[src/common/rtc_pkg.sv]
// Constants for the clock output and time access block
package rtc_pkg;
    // Register offsets (byte addresses, 8-bit data)
    localparam logic [7:0] OFS_SEC    = 8'h00;
    localparam logic [7:0] OFS_MIN    = 8'h01;
    localparam logic [7:0] OFS_HOUR   = 8'h02;
    localparam logic [7:0] OFS_TLAST  = 8'h06;
    localparam logic [7:0] OFS_CLKCTL = 8'h08;
    localparam logic [7:0] OFS_OFFSET = 8'h09;
    localparam logic [7:0] OFS_CTRL   = 8'h0a;
    localparam logic [7:0] OFS_PTR    = 8'h0b;
    localparam logic [7:0] OFS_UNIX0  = 8'h0c;
    localparam logic [7:0] OFS_UNIX3  = 8'h0f;
    // Clock control and control register field positions
    localparam int CC_FSEL_LSB = 0;
    localparam int CC_EN_BIT   = 3;
    localparam int CC_IRQE_BIT = 4;
    localparam int CC_SYNC_BIT = 5;
    localparam int CC_FLAG_BIT = 6;
    localparam int CTRL_RESET_BIT = 0;
    // Reset values
    localparam logic [2:0] FSEL_RST = 3'h0;
    localparam logic       EN_RST   = 1'b1;
    localparam logic       IRQE_RST = 1'b0;
    localparam logic       SYNC_RST = 1'b1;
    localparam logic [7:0] OFFSET_RST = 8'h00;
    // Frequency select codes
    localparam logic [2:0] FSEL_XTAL  = 3'h0;
    localparam logic [2:0] FSEL_8192  = 3'h1;
    localparam logic [2:0] FSEL_1024  = 3'h2;
    localparam logic [2:0] FSEL_64    = 3'h3;
    localparam logic [2:0] FSEL_32    = 3'h4;
    localparam logic [2:0] FSEL_1HZ   = 3'h5;
    localparam logic [2:0] FSEL_TIMER = 3'h6;
    localparam logic [2:0] FSEL_OFF   = 3'h7;
    // Prescaler taps on a 15-bit count of crystal falling edges
    localparam int PRE_W      = 15;
    localparam int TAP_8192   = 1;
    localparam int TAP_1024   = 4;
    localparam int TAP_64     = 8;
    localparam int TAP_32     = 9;
    localparam int TAP_1HZ    = 14;
    localparam int CORR_PERIOD_S = 60;
    // Time counter limits (binary) and read-failure value
    localparam logic [7:0] SEC_MAX  = 8'h3b;
    localparam logic [7:0] MIN_MAX  = 8'h3b;
    localparam logic [7:0] HOUR_MAX = 8'h17;
    localparam logic [7:0] RD_FAIL  = 8'hff;
    // Bus access timeout
    localparam int CLK_HZ      = 10_000_000;
    localparam int TIMEOUT_MS  = 950;
    localparam int TIMEOUT_CYC = TIMEOUT_MS * (CLK_HZ / 1000);
    localparam int TMO_W       = 24;
endpackage : rtc_pkg

[src/hdl/rtc_clkout_time.sv]
// Programmable clock output and coherent time counter access
//
// Chosen here: the plain strobed port and the register addresses.
`timescale 1ns/100ps

//  Contract
// - Select six frequencies or timer interrupt
// - Raw crystal uncorrected, divided taps offset-corrected
// - Output switching on crystal falling edges
// - Backup supply forces output low
// - Reset: sync on, enable on, select 000
// - Disable on enable clear or select 111
// - Enable bit drives selected frequency
// - Interrupt event sets flag, starts output
// - Irq enable clear keeps output; flag clear stops
// - Synced start on source falling edge
// - Synced stop after STOP, source falling edge
// - Freeze time counters during bus access
// - Remember one tick, apply at STOP
// - Seconds write or reset drops tick, restarts prescaler
// - Prescaler restart shifts all consumers
// - Linear seconds counter never frozen
// - Write timeout: reset bus, keep values, tick
// - Read timeout: read all-ones, tick, resume
// - Address pointer survives STOP and timeout
// - Time write without seconds keeps phase
// - Reset bit restarts prescaler, seconds kept
module rtc_clkout_time
    import rtc_pkg::*;
#(
    parameter int TIMEOUT_CYCLES = TIMEOUT_CYC
) (
    input  wire logic       ref_clk,
    input  wire logic       resetn,
    input  wire logic [7:0] reg_addr,
    input  wire logic [7:0] reg_wdata,
    input  wire logic       reg_wr,
    input  wire logic       reg_rd,
    output logic      [7:0] reg_rdata,
    input  wire logic       bus_start,
    input  wire logic       bus_stop,
    output logic            bus_reset,
    output logic            counters_frozen,
    input  wire logic       xtal_clk,
    input  wire logic       backup_supply_state,
    input  wire logic       timer_irq,
    output logic            clk_out
);

    typedef enum logic [1:0] {OUT_OFF, OUT_WAIT_ON, OUT_ON, OUT_WAIT_OFF} rtc_out_e;

    logic            xtal_s1_r, xtal_s2_r, xtal_d_r;
    logic            bkp_s1_r, bkp_s2_r;
    logic            xtal_fall;
    logic [PRE_W-1:0] pre_r;
    logic [5:0]      corr_cnt_r;
    logic            one_hz;
    logic            pre_restart;
    logic [2:0]      frequency_select_field_r;
    logic            clock_out_enable_bit_r;
    logic            irq_driven_output_enable_r;
    logic            synchronized_switch_enable_r;
    logic            clock_out_irq_flag_r;
    logic [7:0]      oscillator_offset_value_r;
    logic [7:0]      time_r [0:6];
    logic [31:0]     unix_r;
    logic [7:0]      ptr_r;
    logic            busy_r;
    logic            pend_r;
    logic            tmo_flag_r;
    logic [TMO_W-1:0] tmo_cnt_r;
    logic            tmo_hit;
    logic            release_acc;
    logic            do_tick;
    logic            wr_ok;
    logic            sec_wr;
    logic            rst_wr;
    logic            stop_seen_r;
    logic            src_level;
    logic            src_prev_r, src_fell_r;
    logic            src_fall;
    logic            out_req;
    rtc_out_e        out_st_r;
    logic [7:0]      rd_mux;
    logic [7:0]      rd_data_r;
    logic            bus_reset_r;
    logic            clk_out_r;

    // Crystal and supply-state pins come from outside this clock domain
    always_ff @(posedge ref_clk or negedge resetn) begin
        if (!resetn) begin
            xtal_s1_r <= 1'b0;
            xtal_s2_r <= 1'b0;
            xtal_d_r  <= 1'b0;
            bkp_s1_r  <= 1'b0;
            bkp_s2_r  <= 1'b0;
        end else begin
            xtal_s1_r <= xtal_clk;
            xtal_s2_r <= xtal_s1_r;
            xtal_d_r  <= xtal_s2_r;
            bkp_s1_r  <= backup_supply_state;
            bkp_s2_r  <= bkp_s1_r;
        end
    end

    assign xtal_fall = xtal_d_r & ~xtal_s2_r;

    // Register port qualifiers; writes are dropped while a timed-out transfer lingers
    assign wr_ok  = reg_wr & ~tmo_flag_r;
    assign sec_wr = wr_ok && (reg_addr == OFS_SEC);
    assign rst_wr = wr_ok && (reg_addr == OFS_CTRL) && reg_wdata[CTRL_RESET_BIT];
    assign pre_restart = sec_wr | rst_wr;

    // Prescaler: divided taps all come from here, so a restart moves every consumer
    assign one_hz = xtal_fall && (pre_r == {PRE_W{1'b1}});

    always_ff @(posedge ref_clk or negedge resetn) begin
        if (!resetn) begin
            pre_r      <= '0;
            corr_cnt_r <= '0;
        end else if (pre_restart) begin
            // Bit 0 (16384 Hz) is outside the restarted stages
            pre_r <= {{(PRE_W-1){1'b0}}, pre_r[0]};
        end else if (one_hz) begin
            if (corr_cnt_r == 6'(CORR_PERIOD_S - 1)) begin
                corr_cnt_r <= '0;
                // Offset can only skip counts, so it corrects a slow crystal only
                pre_r <= PRE_W'(oscillator_offset_value_r);
            end else begin
                corr_cnt_r <= corr_cnt_r + 6'h01;
                pre_r      <= '0;
            end
        end else if (xtal_fall) begin
            pre_r <= pre_r + PRE_W'(1);
        end
    end

    // Freeze window and bus timeout
    assign tmo_hit     = busy_r && (tmo_cnt_r == TMO_W'(TIMEOUT_CYCLES - 1));
    assign release_acc = busy_r & (bus_stop | tmo_hit);
    assign do_tick     = (one_hz & ~busy_r) | (release_acc & pend_r & ~pre_restart);

    always_ff @(posedge ref_clk or negedge resetn) begin
        if (!resetn) begin
            busy_r     <= 1'b0;
            tmo_cnt_r  <= '0;
            tmo_flag_r <= 1'b0;
            bus_reset_r <= 1'b0;
        end else begin
            bus_reset_r <= tmo_hit;
            if (bus_start) begin
                busy_r     <= 1'b1;
                tmo_cnt_r  <= '0;
                tmo_flag_r <= 1'b0;
            end else if (release_acc) begin
                busy_r     <= 1'b0;
                tmo_cnt_r  <= '0;
                tmo_flag_r <= tmo_hit;
            end else if (busy_r) begin
                tmo_cnt_r <= tmo_cnt_r + TMO_W'(1);
            end
        end
    end

    // One remembered tick; a seconds write or reset bit throws it away
    always_ff @(posedge ref_clk or negedge resetn) begin
        if (!resetn) begin
            pend_r <= 1'b0;
        end else if (pre_restart) begin
            pend_r <= 1'b0;
        end else if (release_acc) begin
            pend_r <= 1'b0;
        end else if (busy_r && one_hz) begin
            pend_r <= 1'b1;
        end
    end

    // Time counters; only seconds, minutes and hours carry, the rest are held as written
    always_ff @(posedge ref_clk or negedge resetn) begin
        if (!resetn) begin
            for (int i = 0; i < 7; i++) begin
                time_r[i] <= 8'h00;
            end
        end else if (wr_ok && (reg_addr <= OFS_TLAST)) begin
            time_r[reg_addr[2:0]] <= reg_wdata;
        end else if (do_tick) begin
            if (time_r[OFS_SEC[2:0]] >= SEC_MAX) begin
                time_r[OFS_SEC[2:0]] <= 8'h00;
                if (time_r[OFS_MIN[2:0]] >= MIN_MAX) begin
                    time_r[OFS_MIN[2:0]] <= 8'h00;
                    if (time_r[OFS_HOUR[2:0]] >= HOUR_MAX) begin
                        time_r[OFS_HOUR[2:0]] <= 8'h00;
                    end else begin
                        time_r[OFS_HOUR[2:0]] <= time_r[OFS_HOUR[2:0]] + 8'h01;
                    end
                end else begin
                    time_r[OFS_MIN[2:0]] <= time_r[OFS_MIN[2:0]] + 8'h01;
                end
            end else begin
                time_r[OFS_SEC[2:0]] <= time_r[OFS_SEC[2:0]] + 8'h01;
            end
        end
    end

    // Linear seconds counter ignores the freeze
    always_ff @(posedge ref_clk or negedge resetn) begin
        if (!resetn) begin
            unix_r <= '0;
        end else if (one_hz) begin
            unix_r <= unix_r + 32'h0000_0001;
        end
    end

    // Auto-increment pointer; neither STOP nor timeout touch it
    always_ff @(posedge ref_clk or negedge resetn) begin
        if (!resetn) begin
            ptr_r <= 8'h00;
        end else if (reg_wr || reg_rd) begin
            ptr_r <= reg_addr + 8'h01;
        end
    end

    // Clock output configuration
    always_ff @(posedge ref_clk or negedge resetn) begin
        if (!resetn) begin
            frequency_select_field_r     <= FSEL_RST;
            clock_out_enable_bit_r       <= EN_RST;
            irq_driven_output_enable_r   <= IRQE_RST;
            synchronized_switch_enable_r <= SYNC_RST;
            oscillator_offset_value_r    <= OFFSET_RST;
        end else if (wr_ok && (reg_addr == OFS_CLKCTL)) begin
            frequency_select_field_r     <= reg_wdata[CC_FSEL_LSB +: 3];
            clock_out_enable_bit_r       <= reg_wdata[CC_EN_BIT];
            irq_driven_output_enable_r   <= reg_wdata[CC_IRQE_BIT];
            synchronized_switch_enable_r <= reg_wdata[CC_SYNC_BIT];
        end else if (wr_ok && (reg_addr == OFS_OFFSET)) begin
            oscillator_offset_value_r <= reg_wdata;
        end
    end

    // Flag: a trigger in the same cycle as a clearing write wins
    always_ff @(posedge ref_clk or negedge resetn) begin
        if (!resetn) begin
            clock_out_irq_flag_r <= 1'b0;
        end else if (timer_irq && irq_driven_output_enable_r && !clock_out_enable_bit_r) begin
            clock_out_irq_flag_r <= 1'b1;
        end else if (wr_ok && (reg_addr == OFS_CLKCTL) && !reg_wdata[CC_FLAG_BIT]) begin
            clock_out_irq_flag_r <= 1'b0;
        end
    end

    // Source selection
    always_comb begin
        case (frequency_select_field_r)
            FSEL_XTAL:  src_level = xtal_s2_r;
            FSEL_8192:  src_level = pre_r[TAP_8192];
            FSEL_1024:  src_level = pre_r[TAP_1024];
            FSEL_64:    src_level = pre_r[TAP_64];
            FSEL_32:    src_level = pre_r[TAP_32];
            FSEL_1HZ:   src_level = pre_r[TAP_1HZ];
            FSEL_TIMER: src_level = timer_irq;
            default:    src_level = 1'b0;
        endcase
    end

    assign out_req  = clock_out_irq_flag_r | clock_out_enable_bit_r;
    assign src_fall = src_prev_r & ~src_level;

    // Keep a STOP after the request drops, and a tap fall, which lands just after a crystal edge
    always_ff @(posedge ref_clk or negedge resetn) begin
        if (!resetn) begin
            src_prev_r  <= 1'b0;
            src_fell_r  <= 1'b0;
            stop_seen_r <= 1'b0;
        end else begin
            src_prev_r <= src_level;
            src_fell_r <= !xtal_fall && (src_fall || src_fell_r);
            if (out_req) begin
                stop_seen_r <= 1'b0;
            end else if (bus_stop) begin
                stop_seen_r <= 1'b1;
            end
        end
    end

    // On/off state moves only on crystal falling edges
    always_ff @(posedge ref_clk or negedge resetn) begin
        if (!resetn) begin
            out_st_r <= OUT_ON;
        end else if (xtal_fall) begin
            case (out_st_r)
                OUT_OFF: begin
                    if (out_req && frequency_select_field_r != FSEL_OFF) begin
                        out_st_r <= synchronized_switch_enable_r ? OUT_WAIT_ON : OUT_ON;
                    end
                end
                OUT_WAIT_ON: begin
                    if (!out_req) begin
                        out_st_r <= OUT_OFF;
                    end else if (src_fall || src_fell_r) begin
                        out_st_r <= OUT_ON;
                    end
                end
                OUT_ON: begin
                    if (frequency_select_field_r == FSEL_OFF) begin
                        out_st_r <= OUT_OFF;
                    end else if (!out_req) begin
                        out_st_r <= synchronized_switch_enable_r ? OUT_WAIT_OFF : OUT_OFF;
                    end
                end
                OUT_WAIT_OFF: begin
                    if (out_req) begin
                        out_st_r <= OUT_ON;
                    end else if (stop_seen_r && (src_fall || !src_level)) begin
                        out_st_r <= OUT_OFF;
                    end
                end
                default: out_st_r <= OUT_OFF;
            endcase
        end
    end

    // Pin level; backup supply overrides everything
    always_ff @(posedge ref_clk or negedge resetn) begin
        if (!resetn) begin
            clk_out_r <= 1'b0;
        end else begin
            clk_out_r <= ~bkp_s2_r && src_level &&
                         (out_st_r == OUT_ON || out_st_r == OUT_WAIT_OFF);
        end
    end

    // Read path
    always_comb begin
        rd_mux = 8'h00;
        if (reg_addr <= OFS_TLAST) begin
            rd_mux = time_r[reg_addr[2:0]];
        end else if (reg_addr == OFS_CLKCTL) begin
            rd_mux = {1'b0, clock_out_irq_flag_r, synchronized_switch_enable_r,
                      irq_driven_output_enable_r, clock_out_enable_bit_r,
                      frequency_select_field_r};
        end else if (reg_addr == OFS_OFFSET) begin
            rd_mux = oscillator_offset_value_r;
        end else if (reg_addr == OFS_PTR) begin
            rd_mux = ptr_r;
        end else if (reg_addr >= OFS_UNIX0 && reg_addr <= OFS_UNIX3) begin
            rd_mux = unix_r[8*reg_addr[1:0] +: 8];
        end
    end

    always_ff @(posedge ref_clk or negedge resetn) begin
        if (!resetn) begin
            rd_data_r <= 8'h00;
        end else if (reg_rd) begin
            rd_data_r <= tmo_flag_r ? RD_FAIL : rd_mux;
        end else begin
            rd_data_r <= 8'h00;
        end
    end

    assign reg_rdata       = rd_data_r;
    assign bus_reset       = bus_reset_r;
    assign counters_frozen = busy_r;
    assign clk_out         = clk_out_r;

endmodule : rtc_clkout_time
[config.mk]
export PLATFORM = sky130hd
export DESIGN_NAME = rtc_clkout_time
export DESIGN_NICKNAME = d
export VERILOG_FILES = /design/src/common/rtc_pkg.sv /design/src/hdl/rtc_clkout_time.sv
export SDC_FILE = /design/constraint.sdc
export NUM_CORES = 1
export LEC_CHECK = 0
export BUFFER_PORTS_ARGS = -buffer_cell sky130_fd_sc_hd__buf_2
export CORE_MARGIN = 8
export CORE_UTILIZATION = 45
export CTS_CLUSTER_SIZE = 24
export DETAILED_ROUTE_END_ITERATION = 16
export GPL_TIMING_DRIVEN = 1
export SETUP_SLACK_MARGIN = 0.2
export SYNTH_ARGS = -nofsm -noshare
export SYNTH_HDL_FRONTEND = slang
export SYNTH_SLANG_ARGS = --single-unit
[constraint.sdc]
create_clock -name ref_clk -period 7.4 [get_ports ref_clk]
set_input_delay 0 -clock ref_clk [delete_from_list [all_inputs] [get_ports ref_clk]]
set_output_delay 0 -clock ref_clk [all_outputs]
set_load 0.1 [all_outputs]
Word level (Yosys, flattened, before mapping)
Cells that the tools add are included.
{ "totals": {"register_bits": 179, "input_bits": 25, "output_inout_bits": 11, "elab_cells": 188} }
{ "classes": {"n_addsub": 8, "order_cmp": 8, "eq_ne": 22, "shift": 1, "mux": 50, "bitwise": 19, "reduce_logical": 46} }
{ "ops": {"columns": ["op", "n"], "rows": [
  ["$mux W24", 5],
  ["$mux W8", 15],
  ["$bwmux W56", 1],
  ["$mux W15", 3],
  ["$add A32 B1 Y32 const B", 1],
  ["$add A8 B1 Y8 const B", 4],
  ["$eq A8 B4 Y1 const B", 4],
  ["$shiftx A32 B6 Y8", 1],
  ["$add A24 B1 Y24 const B", 1],
  ["$bmux W8 S3", 1],
  ["$demux W8 S3", 1],
  ["$eq A24 B24 Y1 const B", 1],
  ["$logic_and A1 B1 Y1", 19],
  ["$mux W2", 9],
  ["$ge A8 B6 Y1 const B", 2],
  ["$mux W16", 1],
  ["$add A15 B1 Y15 const B", 1],
  ["$eq A15 B15 Y1 const B", 1],
  ["$reduce_bool A2 Y1", 7],
  ["$eq A3 B3 Y1 const B", 4],
  ["$ne A3 B3 Y1 const B", 4],
  ["$mux W1", 11],
  ["$reduce_bool A3 Y1", 3],
  ["$ge A8 B4 Y1 const B", 1],
  ["27 further kinds", 53]
]} }

Depth between registers and ports, before layout
{ "depth": {"word_depth": 10, "mapped_depth": 11} }

Least setup slack after synthesis
Ideal clock, no wire load.
{ "synth_path": {"path_kind": "register to register", "from": "reg busy_r, in the netlist counters_frozen", "to": "reg time_r[32] (netlist bit)", "setup_ns": 0.128, "arrival_time_ns": 3.103, "required_ns": 7.272, "path_slack_ns": 4.169, "stages_incl_launch_ff": 8, "n_path_buf": 1, "path_cell_list": "dfrtp_1 -> buf_2 -> or4b_1 -> or3_1 -> o21ai_2 -> a211oi_2 -> nor4_4 -> mux2_1"} }
{ "synth_between": {"elab_chain_cells": 8, "word_cells_on_any_way": 10} }
{ "synth_lines": {"columns": ["element", "line", "rtl"], "rows": [
  ["start, declared", "rtc_clkout_time.sv:68", "logic busy_r;"],
  ["start signal, assigned", "rtc_clkout_time.sv:145", "busy_r <= 1'b0;"],
  ["start signal, assigned", "rtc_clkout_time.sv:152", "busy_r <= 1'b1;"],
  ["start signal, assigned", "rtc_clkout_time.sv:156", "busy_r <= 1'b0;"],
  ["$logic_and A1 B1 Y1", "rtc_clkout_time.sv:139", "assign tmo_hit = busy_r && (tmo_cnt_r == TMO_W'(TIMEOUT_CYCLES - 1));"],
  ["$or A1 B1 Y1", "rtc_clkout_time.sv:140", "assign release_acc = busy_r & (bus_stop | tmo_hit);"],
  ["$and A1 B1 Y1", "rtc_clkout_time.sv:140", null],
  ["$and A1 B1 Y1 (2 in a row)", "rtc_clkout_time.sv:141", "assign do_tick = (one_hz & ~busy_r) | (release_acc & pend_r & ~pre_restart);"],
  ["$or A1 B1 Y1 *", "rtc_clkout_time.sv:141", null],
  ["$reduce_bool A2 Y1 (no source line) *", null, null],
  ["$reduce_and A3 Y1 (no source line) *", null, null],
  ["end signal, assigned by index", "rtc_clkout_time.sv:185", "time_r[reg_addr[2:0]] <= reg_wdata;"],
  ["end signal, assigned by index", "rtc_clkout_time.sv:194", "time_r[OFS_HOUR[2:0]] <= time_r[OFS_HOUR[2:0]] + 8'h01;"],
  ["end signal, assigned by index", "rtc_clkout_time.sv:197", "time_r[OFS_MIN[2:0]] <= time_r[OFS_MIN[2:0]] + 8'h01;"],
  ["end, declared", "rtc_clkout_time.sv:65", "logic [7:0] time_r [0:6];"]
]} }
Every way passes the cells marked *; elsewhere a longest branch is shown, timed or not.
A chain may end at the register's enable or synchronous reset.

Worst setup path after layout
{ "layout_path": {"from": "in reg_addr[7]", "to": "reg time_r[45] (netlist bit)"} }
{ "layout_between": {"elab_chain_cells": 9, "word_cells_on_any_way": 15} }
{ "layout_lines": {"columns": ["element", "line", "rtl"], "rows": [
  ["start, declared", "rtc_clkout_time.sv:35", "input wire logic [7:0] reg_addr,"],
  ["$eq A8 B4 Y1", "rtc_clkout_time.sv:111", "assign rst_wr = wr_ok && (reg_addr == OFS_CTRL) && reg_wdata[CTRL_RESET_BIT];"],
  ["$logic_and A1 B1 Y1 (2 in a row)", "rtc_clkout_time.sv:111", null],
  ["$or A1 B1 Y1", "rtc_clkout_time.sv:112", "assign pre_restart = sec_wr | rst_wr;"],
  ["$not A1 Y1 (no source line)", null, null],
  ["$and A1 B1 Y1", "rtc_clkout_time.sv:141", null],
  ["$or A1 B1 Y1", "rtc_clkout_time.sv:141", null],
  ["$reduce_bool A2 Y1 (no source line)", null, null],
  ["$reduce_and A2 Y1 (no source line)", null, null]
]} }
Parallel ways exist; a longest one is shown, timed or not.

==> impl_metrics.csv <==
group,metric,value,unit
cts,cts_tree,"yes",
sta,finClkSkew,11.09,ps
synth,syn_area_per_cell,10.10,µm²
global_routing,grt_max_degree,109,
sta,max_freq,0.3208,GHz
cts,clk_pin_slew_worst_paths,70,ps
cts,cts-root-buf,"clkbuf_16",
worst_hold_path,min_path_type,"in -> reg",
finish,drive_gt1_share,16.46,%
synth,ys_ff_latch,179,
synth,yosys_warnings,0,
synth,synthCells,944,
finish,final_common_cell,"dfrtp_1",
global_routing,grt_pass1_vias,7349,
power,leakage,0.004562,µW
synth,synth_flop_cell,"dfrtp_1",
routing,via_per_inst,5.849,
finish,regArea,4483,µm²
global_routing,grt_overflow,0,
place,globalplace.congestion,0.8221,
cts,cts.repair.resized,0,
synth,netlist_area,9533,µm²
routing,wl,24080,µm
setup_path,startpoint_type,"input pin",
outcome,outcome,"complete, no violations",
cts,clock_path_buffers,2,
floorplanning,fp-row-count,53,
place,port-buffer-count,35,
flow_run,maxCapViolations,0,
worst_hold_path,hp-start,"reg_wdata[5]",
place,dp_hpwl,16660,µm
sta,period_needed,3118,ps
setup_path,cp.arrival,3440,ps
place,placed_area,9910,µm²
sta,setup_violations,0,
floorplanning,num_io_pins,36,
synth,synth_cell_types,75,
routing,drcViolationCount,0,
finish,n_antenna_cell,0,
routing,vias,7364,
cts,clock_sinks,179,
finish,fin_area,10620,µm²
setup_path,worstPathRequired,7720,ps
power,powerDensity,219.9,nW/µm²
sta,worstMarginPinSlew,1170,ps
power,power.ir.vdd_worst,0.1454,mV
setup_path,r2r_start,"pre_r[1]",
routing,wire_per_inst,19.12,µm
cts,clk_latency,440,ps
floorplanning,die_x,161.5,µm
setup_path,critPathCaptureType,"flop",
synth,synthArstFlopShare,100.0,%
sta,setup_tns,0,ps
finish,multi_input_area,4782,µm²
finish,area_growth,11.44,%
global_routing,antenna_found_initial,1,
floorplanning,dieArea,26100,µm²
floorplanning,initial_core_util,45.64,%
cts,cts_htree_levels,4,
sta,rsz0062_at_grt,"false",
routing,first_pass_iters,5,
cts,cts_made_buffers,17,
power,power,2336,µW
floorplanning,die_h,161.5,µm
setup_path,crit_start,"reg_addr[7]",
finish,layout.nets,1007,
synth,synth-edff-count,0,
sta,slew_headroom,21.41,%
finish,mostFrequentLayoutCells,"176 x dfrtp_1, 79 x nand2_1, 77 x nor2_1",
global_routing,grtUsageTotal,19.27,%
sta,maxSlewViolCount,0,
sta,hold_viol_final,0,
cts,post_cts_buffers,0,
sta,fin_crit_sh,42.13,%
finish,nFillCells,1946,
sta,hold_slack,33.65,ps
routing,antenna_left,0,
synth,yosysSeqAreaShare,47.03,%
synth,synth_nets,980,
global_routing,grt_pass1_wl,40290,µm
floorplanning,core_area,20890,µm²
routing,initialDrtViolationCount,688,
setup_path,cp_max_fo,10,
setup_path,crit_type,"in -> reg",
## cell families after synthesis
group	count (synthesis)	share of synthesized area (%)
simple gates	334	17.67
compound gates	214	14.41
flops	179	47.03
mux	85	11.68
buf+inv	68	2.900
xor+xnor	53	4.869
fa+ha+maj	11	1.444
## worst paths after layout
kind / end / slack (ps) / cells past startpoint
worst min register to register: bkp_s2_r / 350 / 0
worst min-delay path: time_r[37] / 30 / 2
min in group asynchronous: unix_r[19] / 190 / 2
max in group asynchronous: time_r[4] / 5740 / 3
worst max register to register: time_r[48] / 4330 / 8
worst max-delay path: time_r[45] / 4280 / 8
## what timing repair did
| action | in CTS | in global routing |
|---|---|---|
| hold endpoints to repair | 127 | 0 |
| hold buffers | 15 | 0 |
| endpoints found under the setup margin | 0 | 0 |
## state kept, by name, summed over array words and instances (netlist names), 2 cells and up
name and count:
tmo_cnt_r 24, corr_cnt_r 6, frequency_select_field_r 3, ptr_r 8, reg_rdata 8, oscillator_offset_value_r 8, out_st_r 2, unix_r 32
time_r 56, pre_r 15
## power breakdown
part / total, µW / internal (µW) / leakage (µW) / switching, µW
clock: 886 / 483 / 0.000262 / 403
sequential: 1150 / 1060 / 0.00236 / 90.7
combinational: 302 / 125 / 0.00194 / 177
total: 2340 / 1670 / 0.00456 / 671
## worst max-delay path, stage by stage
cell and delay [ps]:
dlygate4sd3_1 550, buf_2 150, nor4_2 730, o211ai_1 390
and3_1 330, a211oi_2 520, nand2b_1 400, mux2_2 380
## stage by stage
stage                     std cells  worst slack (ps)  utilization (%)
after CTS                      1259              4265            50.86
after global routing           1259              3985            50.86
after detailed placement       1212              3813            47.44
after global placement         1212              3942            47.44
final                          1259              4282            50.86
after floorplan                 944              4169                -
## per-layer routing
layer	wire (µm)	vias to the layer above	share of wire [%]	GRT usage, %
met5	13	-	0.054	0
met2	11280	130	47	30.19
li1	-	3508	-	-
met4	464	2	1.9	5.598
met3	824	35	3.4	3.818
met1	11500	3689	48	26.63
## synth_stat cells (5+ instances only)
cell type / instances / area, µm²
xnor2_1: 26 / 227.7
a21oi_1: 49 / 245.2
or3_1: 7 / 43.79
buf_2: 5 / 25.02
nand3_1: 51 / 255.2
nor3_1: 28 / 140.1
buf_1: 6 / 22.52
nand4_1: 18 / 112.6
clkbuf_1: 34 / 127.6
mux2i_1: 10 / 100.1
mux4_2: 15 / 337.8
mux2_2: 56 / 630.6
a22o_1: 13 / 113.9
inv_1: 20 / 75.07
a211oi_1: 5 / 37.54
nor2b_1: 11 / 68.82
ha_1: 11 / 137.6
dfrtp_1: 176 / 4404
nand2_1: 79 / 296.5
o21a_1: 6 / 45.04
o21ai_0: 74 / 370.4
o31ai_1: 8 / 60.06
xor2_1: 27 / 236.5
and3_1: 18 / 112.6
nor4_1: 6 / 37.54
nand2b_1: 8 / 50.05
nor2_1: 78 / 292.8
o2bb2ai_1: 6 / 52.55
a221o_1: 5 / 50.05
## area by class of cell
class | count | area share [%]
multi-input combinational | 697 | 45.01
timing repair buffer | 55 | 3.498
clock buffer | 21 | 4.334
clock inverter | 11 | 0.9775
tap | 275 | 3.239
inverter | 21 | 0.7420
sequential | 179 | 42.20
Note: power is estimated with default switching activity, not from simulation.
